[config.mk]
export PLATFORM = sky130hd
export DESIGN_NAME = uart_multidrop_address_filter
export DESIGN_NICKNAME = d
export VERILOG_FILES = /design/src/uart_mdf_pkg.sv /design/src/uart_addr_match.sv /design/src/uart_multidrop_address_filter.sv
export SDC_FILE = /design/constraint.sdc
export NUM_CORES = 1
export LEC_CHECK = 0
export BUFFER_PORTS_ARGS = -buffer_cell sky130_fd_sc_hd__buf_2
export CORE_UTILIZATION = 25
export DETAILED_ROUTE_END_ITERATION = 16
export GPL_ROUTABILITY_DRIVEN = 0
export PLACE_DENSITY = 0.47
export SLEW_MARGIN = 20
export SYNTH_ARGS = -nofsm -noshare
export SYNTH_HDL_FRONTEND = slang
export SYNTH_SLANG_ARGS = --single-unit
[constraint.sdc]
create_clock -name core_clk -period 1.77 [get_ports core_clk]
set_input_delay 0.354 -clock core_clk [delete_from_list [all_inputs] [get_ports core_clk]]
set_output_delay 0.354 -clock core_clk [all_outputs]
set_load 0.01 [all_outputs]
[src/uart_mdf_pkg.sv]
// Package: register map, field layouts and carriers for the multi-drop address filter
package uart_mdf_pkg;

	// ----------------------------------------
	// Register offsets (byte addresses)
	// ----------------------------------------
	localparam logic [7:0] OFF_P0_OWN_ADDR = 8'ha9; // port0_own_address
	localparam logic [7:0] OFF_P0_ADDR_MASK = 8'hb9; // port0_address_mask
	localparam logic [7:0] OFF_P1_ADDR_MASK = 8'hba; // port1_address_mask
	localparam logic [7:0] OFF_P1_OWN_ADDR = 8'hbb; // port1_own_address
	localparam logic [7:0] OFF_CTRL0 = 8'hc0; // serial_control_reg, port 0
	localparam logic [7:0] OFF_CTRL1 = 8'hc4; // serial_control_reg, port 1
	localparam logic [7:0] OFF_IRQ_STATUS = 8'hc8; // sticky event flags
	localparam logic [7:0] OFF_IRQ_MASK = 8'hcc; // event enables
	localparam logic [7:0] OFF_RX_DATA0 = 8'hd0; // last accepted frame, port 0
	localparam logic [7:0] OFF_RX_DATA1 = 8'hd4; // last accepted frame, port 1

	// ----------------------------------------
	// Field positions and reset values
	// ----------------------------------------
	localparam int CTRL_MODE_LSB = 6; // mode field [7:6]
	localparam int CTRL_FILTER_BIT = 5; // addr_filter_enable
	localparam int RXD_NINTH_BIT = 8; // ninth bit within rx data word
	localparam int IRQ_DONE0_BIT = 0; // receive_done_flag, port 0
	localparam int IRQ_DONE1_BIT = 1; // receive_done_flag, port 1
	localparam logic [7:0] ADDR_RESET = 8'h00;
	localparam logic [7:0] CTRL_RESET = 8'h00;
	localparam logic [1:0] IRQ_RESET = 2'h0;
	localparam logic [8:0] RXD_RESET = 9'h000; // last accepted frame
	localparam logic [31:0] BUS_ZERO = 32'h0000_0000;

	// ----------------------------------------
	// Serial modes
	// ----------------------------------------
	typedef enum logic [1:0] {
		MODE_SYNC = 2'h0, // mode 0
		MODE_8BIT = 2'h1, // mode 1
		MODE_9BIT_FIX = 2'h2, // mode 2
		MODE_9BIT_VAR = 2'h3 // mode 3
	} uart_mode_t;

	// Frame handed over by the receiver core
	typedef struct packed {
		logic [7:0] data; // received byte
		logic ninth; // ninth bit, or stop bit in mode 1
	} rx_frame_t;

	// Filter setup of one port
	typedef struct packed {
		uart_mode_t mode;
		logic filterEn;
		logic [7:0] ownAddr;
		logic [7:0] addrMask;
	} port_cfg_t;

endpackage : uart_mdf_pkg

[src/uart_addr_match.sv]
// Address comparison and accept decision for one serial port
`timescale 1ns/10ps
module uart_addr_match import uart_mdf_pkg::*; (
	input wire port_cfg_t cfg,
	input wire rx_frame_t frame,
	output logic accept
);

	// ----------------------------------------
	// Match helpers
	// ----------------------------------------
	// Given address: only mask-one positions compared
	function automatic logic givenHit(input logic [7:0] a, input logic [7:0] m,
		input logic [7:0] d);
		givenHit = ((d ^ a) & m) == ADDR_RESET;
	endfunction : givenHit

	// Broadcast: OR of address and mask, its zeros are don't-care
	function automatic logic bcastHit(input logic [7:0] a, input logic [7:0] m,
		input logic [7:0] d);
		bcastHit = ((~d) & (a | m)) == ADDR_RESET;
	endfunction : bcastHit

	// ----------------------------------------
	// Accept decision
	// ----------------------------------------
	always_comb begin
		logic hit;
		hit = givenHit(cfg.ownAddr, cfg.addrMask, frame.data) |
			bcastHit(cfg.ownAddr, cfg.addrMask, frame.data);
		case (cfg.mode)
			MODE_SYNC: begin
				accept = 1'b1; // Filter bit ignored in mode 0
			end
			MODE_8BIT: begin
				// Stop bit stands in for the ninth bit
				accept = !cfg.filterEn || (frame.ninth && hit);
			end
			MODE_9BIT_FIX, MODE_9BIT_VAR: begin
				// Data frames (ninth zero) dropped while filtering
				accept = !cfg.filterEn || (frame.ninth && hit);
			end
			default: begin
				accept = 1'b1;
			end
		endcase
	end

endmodule : uart_addr_match

[src/uart_multidrop_address_filter.sv]
// Multi-drop receive address filter for two serial ports with Wishbone registers
`timescale 1ns/10ps
module uart_multidrop_address_filter import uart_mdf_pkg::*; (
	input wire logic core_clk,
	input wire logic srst,
	// Wishbone classic slave
	input wire logic wb_cyc_i,
	input wire logic wb_stb_i,
	input wire logic wb_we_i,
	input wire logic [7:0] wb_adr_i,
	input wire logic [3:0] wb_sel_i,
	input wire logic [31:0] wb_dat_i,
	output logic [31:0] wb_dat_o,
	output logic wb_ack_o,
	output logic wb_err_o,
	// Frames from the two receiver cores, same clock
	input wire logic rxValid0,
	input wire rx_frame_t rxFrame0,
	input wire logic rxValid1,
	input wire rx_frame_t rxFrame1,
	// Level interrupt
	output logic irq
);

	// ----------------------------------------
	// Register state
	// ----------------------------------------
	logic [7:0] own0_reg, own0_next; // port0_own_address
	logic [7:0] mask0_reg, mask0_next; // port0_address_mask
	logic [7:0] own1_reg, own1_next; // port1_own_address
	logic [7:0] mask1_reg, mask1_next; // port1_address_mask
	logic [7:0] ctrl0_reg, ctrl0_next; // serial_control_reg port 0
	logic [7:0] ctrl1_reg, ctrl1_next; // serial_control_reg port 1
	logic [1:0] status_reg, status_next; // receive_done_flag per port
	logic [1:0] irqMask_reg, irqMask_next; // interrupt enables
	logic [8:0] rxData0_reg, rxData0_next; // accepted frame, port 0
	logic [8:0] rxData1_reg, rxData1_next; // accepted frame, port 1
	logic ack_reg, ack_next; // bus acknowledge
	logic err_reg, err_next; // bus error for unmapped address
	logic [31:0] rdata_reg, rdata_next; // bus read data

	// ----------------------------------------
	// Bus decode
	// ----------------------------------------
	logic req; // new request this cycle
	logic wrEn; // write strobe into low byte
	logic mapped; // address hits a register
	port_cfg_t cfg0, cfg1; // per-port filter setup
	logic accept0, accept1; // filter decisions
	logic done0, done1; // accepted frame events

	// Ack drops the cycle after it was given, so one request one answer
	assign req = wb_cyc_i && wb_stb_i && !ack_reg && !err_reg;
	assign wrEn = req && wb_we_i && wb_sel_i[0] && mapped;

	// Address decoder
	always_comb begin
		case (wb_adr_i)
			OFF_P0_OWN_ADDR, OFF_P0_ADDR_MASK, OFF_P1_ADDR_MASK, OFF_P1_OWN_ADDR,
			OFF_CTRL0, OFF_CTRL1, OFF_IRQ_STATUS, OFF_IRQ_MASK,
			OFF_RX_DATA0, OFF_RX_DATA1: begin
				mapped = 1'b1;
			end
			default: begin
				mapped = 1'b0;
			end
		endcase
	end

	// ----------------------------------------
	// Filter instances
	// ----------------------------------------
	// Control bits [7:6] mode, bit 5 filter enable
	assign cfg0 = '{mode: uart_mode_t'(ctrl0_reg[CTRL_MODE_LSB +: $bits(uart_mode_t)]),
		filterEn: ctrl0_reg[CTRL_FILTER_BIT], ownAddr: own0_reg, addrMask: mask0_reg};
	assign cfg1 = '{mode: uart_mode_t'(ctrl1_reg[CTRL_MODE_LSB +: $bits(uart_mode_t)]),
		filterEn: ctrl1_reg[CTRL_FILTER_BIT], ownAddr: own1_reg, addrMask: mask1_reg};

	uart_addr_match port0Match (
		.cfg(cfg0),
		.frame(rxFrame0),
		.accept(accept0)
	);

	uart_addr_match port1Match (
		.cfg(cfg1),
		.frame(rxFrame1),
		.accept(accept1)
	);

	// A frame only raises done when the filter lets it through
	assign done0 = rxValid0 && accept0;
	assign done1 = rxValid1 && accept1;

	// ----------------------------------------
	// Configuration registers
	// ----------------------------------------
	// Software-owned bytes; writes to status and data registers fall through
	always_comb begin
		// Hold by default
		own0_next = own0_reg;
		mask0_next = mask0_reg;
		own1_next = own1_reg;
		mask1_next = mask1_reg;
		ctrl0_next = ctrl0_reg;
		ctrl1_next = ctrl1_reg;
		irqMask_next = irqMask_reg;
		// A write with lane 0 off is acked but changes nothing
		if (wrEn) begin
			case (wb_adr_i)
				OFF_P0_OWN_ADDR: begin
					// Port 0 own address
					own0_next = wb_dat_i[7:0];
				end
				OFF_P0_ADDR_MASK: begin
					// Port 0 mask, ones mark compared bits
					mask0_next = wb_dat_i[7:0];
				end
				OFF_P1_ADDR_MASK: begin
					// Port 1 keeps its own mask
					mask1_next = wb_dat_i[7:0];
				end
				OFF_P1_OWN_ADDR: begin
					// Port 1 keeps its own address
					own1_next = wb_dat_i[7:0];
				end
				OFF_CTRL0: begin
					// Mode and filter enable, port 0
					ctrl0_next = wb_dat_i[7:0];
				end
				OFF_CTRL1: begin
					// Mode and filter enable, port 1
					ctrl1_next = wb_dat_i[7:0];
				end
				OFF_IRQ_MASK: begin
					// One enable per done flag
					irqMask_next = wb_dat_i[1:0];
				end
				default: begin
					// Status, data and unmapped offsets leave setup alone
				end
			endcase
		end
	end

	// Addresses and masks clear so every address matches after reset
	always_ff @(posedge core_clk) begin
		if (srst) begin
			own0_reg <= ADDR_RESET;
			mask0_reg <= ADDR_RESET;
			// Port 1 clears the same way, so it also matches everything
			own1_reg <= ADDR_RESET;
			mask1_reg <= ADDR_RESET;
			ctrl0_reg <= CTRL_RESET;
			ctrl1_reg <= CTRL_RESET;
			irqMask_reg <= IRQ_RESET;
		end else begin
			own0_reg <= own0_next;
			mask0_reg <= mask0_next;
			own1_reg <= own1_next;
			mask1_reg <= mask1_next;
			ctrl0_reg <= ctrl0_next;
			ctrl1_reg <= ctrl1_next;
			irqMask_reg <= irqMask_next;
		end
	end

	// ----------------------------------------
	// Receive events
	// ----------------------------------------
	// Done flags and the last accepted frame of each port
	always_comb begin
		// Hold by default
		status_next = status_reg;
		rxData0_next = rxData0_reg;
		rxData1_next = rxData1_reg;
		// Write one to clear, low byte lane only
		if (wrEn && (wb_adr_i == OFF_IRQ_STATUS)) begin
			// Zeros written leave their flag alone
			status_next = status_reg & ~wb_dat_i[1:0];
		end
		// Hardware set after the clear so a coincident event wins
		if (done0) begin
			status_next[IRQ_DONE0_BIT] = 1'b1;
			// Whole frame kept, ninth bit on top
			rxData0_next = {rxFrame0.ninth, rxFrame0.data};
		end
		// Port 1 follows the same path
		if (done1) begin
			status_next[IRQ_DONE1_BIT] = 1'b1;
			rxData1_next = {rxFrame1.ninth, rxFrame1.data};
		end
	end

	// No queue: a second frame before software reads overwrites the first
	always_ff @(posedge core_clk) begin
		if (srst) begin
			status_reg <= IRQ_RESET;
			rxData0_reg <= RXD_RESET;
			rxData1_reg <= RXD_RESET;
		end else begin
			status_reg <= status_next;
			rxData0_reg <= rxData0_next;
			rxData1_reg <= rxData1_next;
		end
	end

	// ----------------------------------------
	// Bus answer
	// ----------------------------------------
	// One cycle to answer; read data then stands until the next read
	always_comb begin
		ack_next = req && mapped;
		err_next = req && !mapped;
		rdata_next = rdata_reg;
		// Reads zero-extend each register into the low bits
		if (req && !wb_we_i) begin
			case (wb_adr_i)
				OFF_P0_OWN_ADDR: begin
					// Setup bytes read back as written
					rdata_next = 32'(own0_reg);
				end
				OFF_P0_ADDR_MASK: begin
					// Port 0 mask
					rdata_next = 32'(mask0_reg);
				end
				OFF_P1_ADDR_MASK: begin
					// Port 1 mask
					rdata_next = 32'(mask1_reg);
				end
				OFF_P1_OWN_ADDR: begin
					// Port 1 own address
					rdata_next = 32'(own1_reg);
				end
				OFF_CTRL0: begin
					// Port 0 control
					rdata_next = 32'(ctrl0_reg);
				end
				OFF_CTRL1: begin
					// Port 1 control
					rdata_next = 32'(ctrl1_reg);
				end
				OFF_IRQ_STATUS: begin
					// Flags as they stand, before this cycle's events
					rdata_next = 32'(status_reg);
				end
				OFF_IRQ_MASK: begin
					// Interrupt enables
					rdata_next = 32'(irqMask_reg);
				end
				OFF_RX_DATA0: begin
					// Ninth bit lands just above the byte
					rdata_next = 32'(rxData0_reg);
				end
				OFF_RX_DATA1: begin
					// Same layout for port 1
					rdata_next = 32'(rxData1_reg);
				end
				default: begin
					// Unmapped reads return zero alongside err
					rdata_next = BUS_ZERO;
				end
			endcase
		end
	end

	// Answer registers; ack never stands two cycles because req needs it low
	always_ff @(posedge core_clk) begin
		if (srst) begin
			// No answer pending and read data cleared
			ack_reg <= 1'b0;
			err_reg <= 1'b0;
			rdata_reg <= BUS_ZERO;
		end else begin
			ack_reg <= ack_next;
			err_reg <= err_next;
			rdata_reg <= rdata_next;
		end
	end

	// ----------------------------------------
	// Outputs
	// ----------------------------------------
	assign wb_ack_o = ack_reg;
	assign wb_err_o = err_reg;
	assign wb_dat_o = rdata_reg;
	// Level interrupt while any unmasked done flag stands
	assign irq = |(status_reg & irqMask_reg);

endmodule : uart_multidrop_address_filter

==> run_summary.xml <==
<?xml version="1.0" encoding="UTF-8"?>
<metrics>
  <group name="outcome">
    <metric name="outcome" unit="">finished, violations left</metric>
    <metric name="violations_in_the_final_reports" unit="">negative setup slack</metric>
  </group>
  <group name="synthesis">
    <metric name="netlist_area" unit="µm²">4290</metric>
    <metric name="netlist_instances" unit="">449</metric>
    <metric name="postSynthRegisterBits" unit="">81</metric>
    <metric name="netlist.top_cell.by_area" unit="">sky130_fd_sc_hd__dfxtp_1</metric>
    <metric name="synth_top_cells_by_area" unit="">sky130_fd_sc_hd__dfxtp_1 (38%), sky130_fd_sc_hd__mux2i_1 (20%), sky130_fd_sc_hd__nor2_1 (6.6%)</metric>
    <metric name="yosysSeqAreaShare" unit="">0.378</metric>
    <metric name="synth_top_area_share" unit="">0.378</metric>
    <metric name="async_reset_ff_frac" unit="">0</metric>
    <metric name="yosys_warns" unit="">0</metric>
    <metric name="post_synth_edffs" unit="">0</metric>
    <metric name="synthFlopType" unit="">sky130_fd_sc_hd__dfxtp_1</metric>
    <metric name="synthTopCellsByCount" unit="">sky130_fd_sc_hd__mux2i_1 (84), sky130_fd_sc_hd__dfxtp_1 (81), sky130_fd_sc_hd__nor2_1 (76), sky130_fd_sc_hd__nand2b_1 (37), sky130_fd_sc_hd__buf_4 (23)</metric>
    <metric name="post_synth_num_cell_types" unit="">38</metric>
    <metric name="synthesis.area_per_instance" unit="µm²">9.56</metric>
    <metric name="post-synth-top-count-cell" unit="">sky130_fd_sc_hd__mux2i_1</metric>
  </group>
  <group name="route">
    <metric name="detail_route.first_pass.iterations" unit="">4</metric>
    <metric name="postRouteAntennaNets" unit="">0</metric>
    <metric name="drc_errors" unit="">0</metric>
    <metric name="drt_iter0_drc" unit="">186</metric>
    <metric name="post_drt_via_cell_ratio" unit="">4.55</metric>
    <metric name="route.detailed.wl_per_inst" unit="µm">16.9</metric>
    <metric name="wl" unit="mm">13.2</metric>
    <metric name="vias" unit="">3558</metric>
  </group>
  <group name="worst_setup_path">
    <metric name="critical_path.max_fanout" unit="">8</metric>
    <metric name="reg2reg_slack" unit="ns">-0.06</metric>
    <metric name="worst-endpoint-required" unit="ns">1.99</metric>
    <metric name="timing_worst_setup_path_type" unit="">reg2reg</metric>
    <metric name="cp.arrival" unit="ns">2.05</metric>
    <metric name="endpoint_kind_of_the_worst_setup_timing_path" unit="">flop</metric>
    <metric name="crit_path_start_kind" unit="">flop</metric>
    <metric name="cp_slowest_stage_delay" unit="ns">0.65</metric>
    <metric name="slowest_stage" unit="">sky130_fd_sc_hd__or4_4</metric>
    <metric name="path_cells" unit="">nand4bb_4 &gt; or2_4 &gt; or4_4 &gt; mux2i_1 &gt; nor2_1</metric>
  </group>
  <group name="place">
    <metric name="placed_area" unit="µm²">5240</metric>
    <metric name="dp.final_hpwl" unit="mm">9.98</metric>
    <metric name="dp.cells" unit="">764</metric>
    <metric name="portBuffers" unit="">53</metric>
  </group>
  <group name="clock_tree">
    <metric name="tritoncts.num_buffers" unit="">9</metric>
    <metric name="cts.reportedPaths.clkPinSlew" unit="ns">0.06</metric>
    <metric name="ctsRootBufferMaster" unit="">sky130_fd_sc_hd__clkbuf_16</metric>
    <metric name="cts_hold_repair.buffers" unit="">0</metric>
    <metric name="worst_skew_pair.late_latency" unit="ns">0.34</metric>
    <metric name="numClockSinks" unit="">81</metric>
    <metric name="tritoncts" unit="">built</metric>
    <metric name="cts_max_path_buffers" unit="">2</metric>
    <metric name="h-tree-depth" unit="">3</metric>
  </group>
  <group name="timing">
    <metric name="fmax" unit="GHz">0.547</metric>
    <metric name="final_skew" unit="ns">0.00688</metric>
    <metric name="fin_crit_sh" unit="">1.03</metric>
    <metric name="total_count_of_max_transition_violations_in_the_final_report" unit="">0</metric>
    <metric name="setup_repair_after_global_routing_missed_its_margin" unit="">true</metric>
    <metric name="post-route-min-period" unit="ns">1.83</metric>
    <metric name="setup-violations-final" unit="">20</metric>
    <metric name="fin_worst_hold_slack" unit="ns">0.301</metric>
    <metric name="final-hold-violation-count" unit="">0</metric>
    <metric name="finalWorstSetupSlack" unit="ns">-0.0590</metric>
  </group>
  <group name="finish">
    <metric name="area_added_between_synthesis_and_finish" unit="%">31.2</metric>
    <metric name="finalNetCount" unit="">626</metric>
    <metric name="final_core_util" unit="">0.337</metric>
    <metric name="layout_cell_share_with_drive_strength_beyond_1" unit="">0.315</metric>
    <metric name="instances_no_fill" unit="">782</metric>
    <metric name="fin_area" unit="µm²">5630</metric>
    <metric name="antenna_diode_count" unit="">0</metric>
  </group>
  <group name="floorplan">
    <metric name="die-height" unit="µm">133</metric>
    <metric name="design.portCount" unit="">104</metric>
    <metric name="rows" unit="">47</metric>
    <metric name="initial_core_util" unit="">0.257</metric>
    <metric name="fp.coreArea" unit="µm²">16700</metric>
    <metric name="die_area" unit="µm²">17700</metric>
    <metric name="die_width" unit="µm">133</metric>
  </group>
  <group name="global_route">
    <metric name="grt.total_usage" unit="">0.156</metric>
    <metric name="grt_max_degree" unit="">52</metric>
    <metric name="grt_first_pass_wirelength" unit="mm">20.4</metric>
    <metric name="grt_remaining_overflow" unit="">0</metric>
    <metric name="vias_in_the_first_global_route" unit="">3551</metric>
    <metric name="initial_antenna_violation_count" unit="">0</metric>
  </group>
  <group name="power_and_ir_drop">
    <metric name="p_per_area" unit="nW/µm²">746</metric>
    <metric name="static-leakage-power" unit="nW">2.57</metric>
    <metric name="finalPower" unit="mW">4.20</metric>
    <metric name="worst_ir_drop_vdd" unit="µV">450</metric>
  </group>
  <group name="hold_path">
    <metric name="hold_class" unit="">in2reg</metric>
  </group>
  <group name="run">
    <metric name="drv_cap" unit="">0</metric>
  </group>
</metrics>
==> layout by cell type (no fill, tap or decap), types with 2 or more instances in the layout <==
| master | n |
|---|---|
| sky130_fd_sc_hd__a211oi_1 | 7 |
| sky130_fd_sc_hd__a21oi_1 | 6 |
| sky130_fd_sc_hd__a22oi_1 | 12 |
| sky130_fd_sc_hd__a311oi_1 | 2 |
| sky130_fd_sc_hd__a31oi_4 | 2 |
| sky130_fd_sc_hd__buf_12 | 7 |
| sky130_fd_sc_hd__buf_2 | 53 |
| sky130_fd_sc_hd__buf_4 | 61 |
| sky130_fd_sc_hd__buf_6 | 4 |
| sky130_fd_sc_hd__clkbuf_1 | 3 |
| sky130_fd_sc_hd__clkbuf_16 | 9 |
| sky130_fd_sc_hd__clkinv_2 | 2 |
| sky130_fd_sc_hd__conb_1 | 23 |
| sky130_fd_sc_hd__dfxtp_1 | 75 |
| sky130_fd_sc_hd__dfxtp_2 | 6 |
| sky130_fd_sc_hd__inv_1 | 7 |
| sky130_fd_sc_hd__mux2_2 | 3 |
| sky130_fd_sc_hd__mux2i_1 | 84 |
| sky130_fd_sc_hd__mux4_2 | 8 |
| sky130_fd_sc_hd__nand2_1 | 4 |
| sky130_fd_sc_hd__nand2b_1 | 37 |
| sky130_fd_sc_hd__nand4_1 | 4 |
| sky130_fd_sc_hd__nor2_1 | 70 |
| sky130_fd_sc_hd__nor2_2 | 6 |
| sky130_fd_sc_hd__nor3_1 | 7 |
| sky130_fd_sc_hd__nor3b_1 | 2 |
| sky130_fd_sc_hd__nor4_4 | 2 |
| sky130_fd_sc_hd__o21a_1 | 2 |
| sky130_fd_sc_hd__o21ai_0 | 5 |
| sky130_fd_sc_hd__o21ba_2 | 2 |
| sky130_fd_sc_hd__o22ai_1 | 12 |
| sky130_fd_sc_hd__or4_4 | 4 |
| sky130_fd_sc_hd__xor2_1 | 16 |
==> final cells by class <==
type / instances / area (µm²)
fill: 1756 / 11100
clock inverter: 3 / 40.0
inverter: 7 / 26.3
sequential: 81 / 1630
multi-input combinational: 333 / 2500
timing repair buffer: 125 / 908
clock buffer: 13 / 250
tap: 220 / 275
==> layer usage <==
metal / global-route usage / part of all wire
met1: 0.212 / 0.47
met2: 0.251 / 0.46
met3: 0.0333 / 0.061
met4: 0.0326 / 0.0061
met5: 0 / 0
==> timing repair <==
item,4_1_cts,5_1_grt
gates resized for setup,13,13
cloned,1,0
buffers inserted,2,0
endpoints found under the setup margin,47,48
pin swaps,9,12
==> report_power, final <==
part	total [mW]	internal [mW]	switching, mW
Combinational	0.456	0.204	0.252
Sequential	1.89	1.86	0.0231
Clock	1.86	1.13	0.730
Total	4.20	3.19	1.01
==> cell families after synthesis <==
kind of cell              share of synthesized area
buffers and inverters                        0.0758
AOI/OAI and AO/OA                            0.0854
DFF                                           0.378
other                                      0.000874
and+or+nand+nor                               0.182
muxes                                         0.246
xor gates and xnor gates                     0.0327
==> critical path: cells and delay by family, from the launching register on <==
family        cells  cell delay, ns
simple gates      4            1.19
flops             1            0.31
mux               1            0.22
==> stage by stage <==
stage                     worst slack (ns)  TNS, ns
final                              -0.0590   -0.548
after global routing                -0.118    -2.30
after CTS                          -0.0547   -0.830
after detailed placement            -0.223    -6.29
after global placement              -0.165    -4.32
after floorplan                    -0.0665    -1.71
==> worst paths after layout <==
kind                   from        endpoint  depth (start not counted)
max reg2reg        wb_err_o    mask0_reg[1]                          5
min             rxFrame0[0]  rxData0_reg[8]                          3
max                wb_err_o    mask0_reg[1]                          5
min reg2reg  rxData0_reg[1]  rxData0_reg[1]                          2
(Power assumes the default switching activity.)
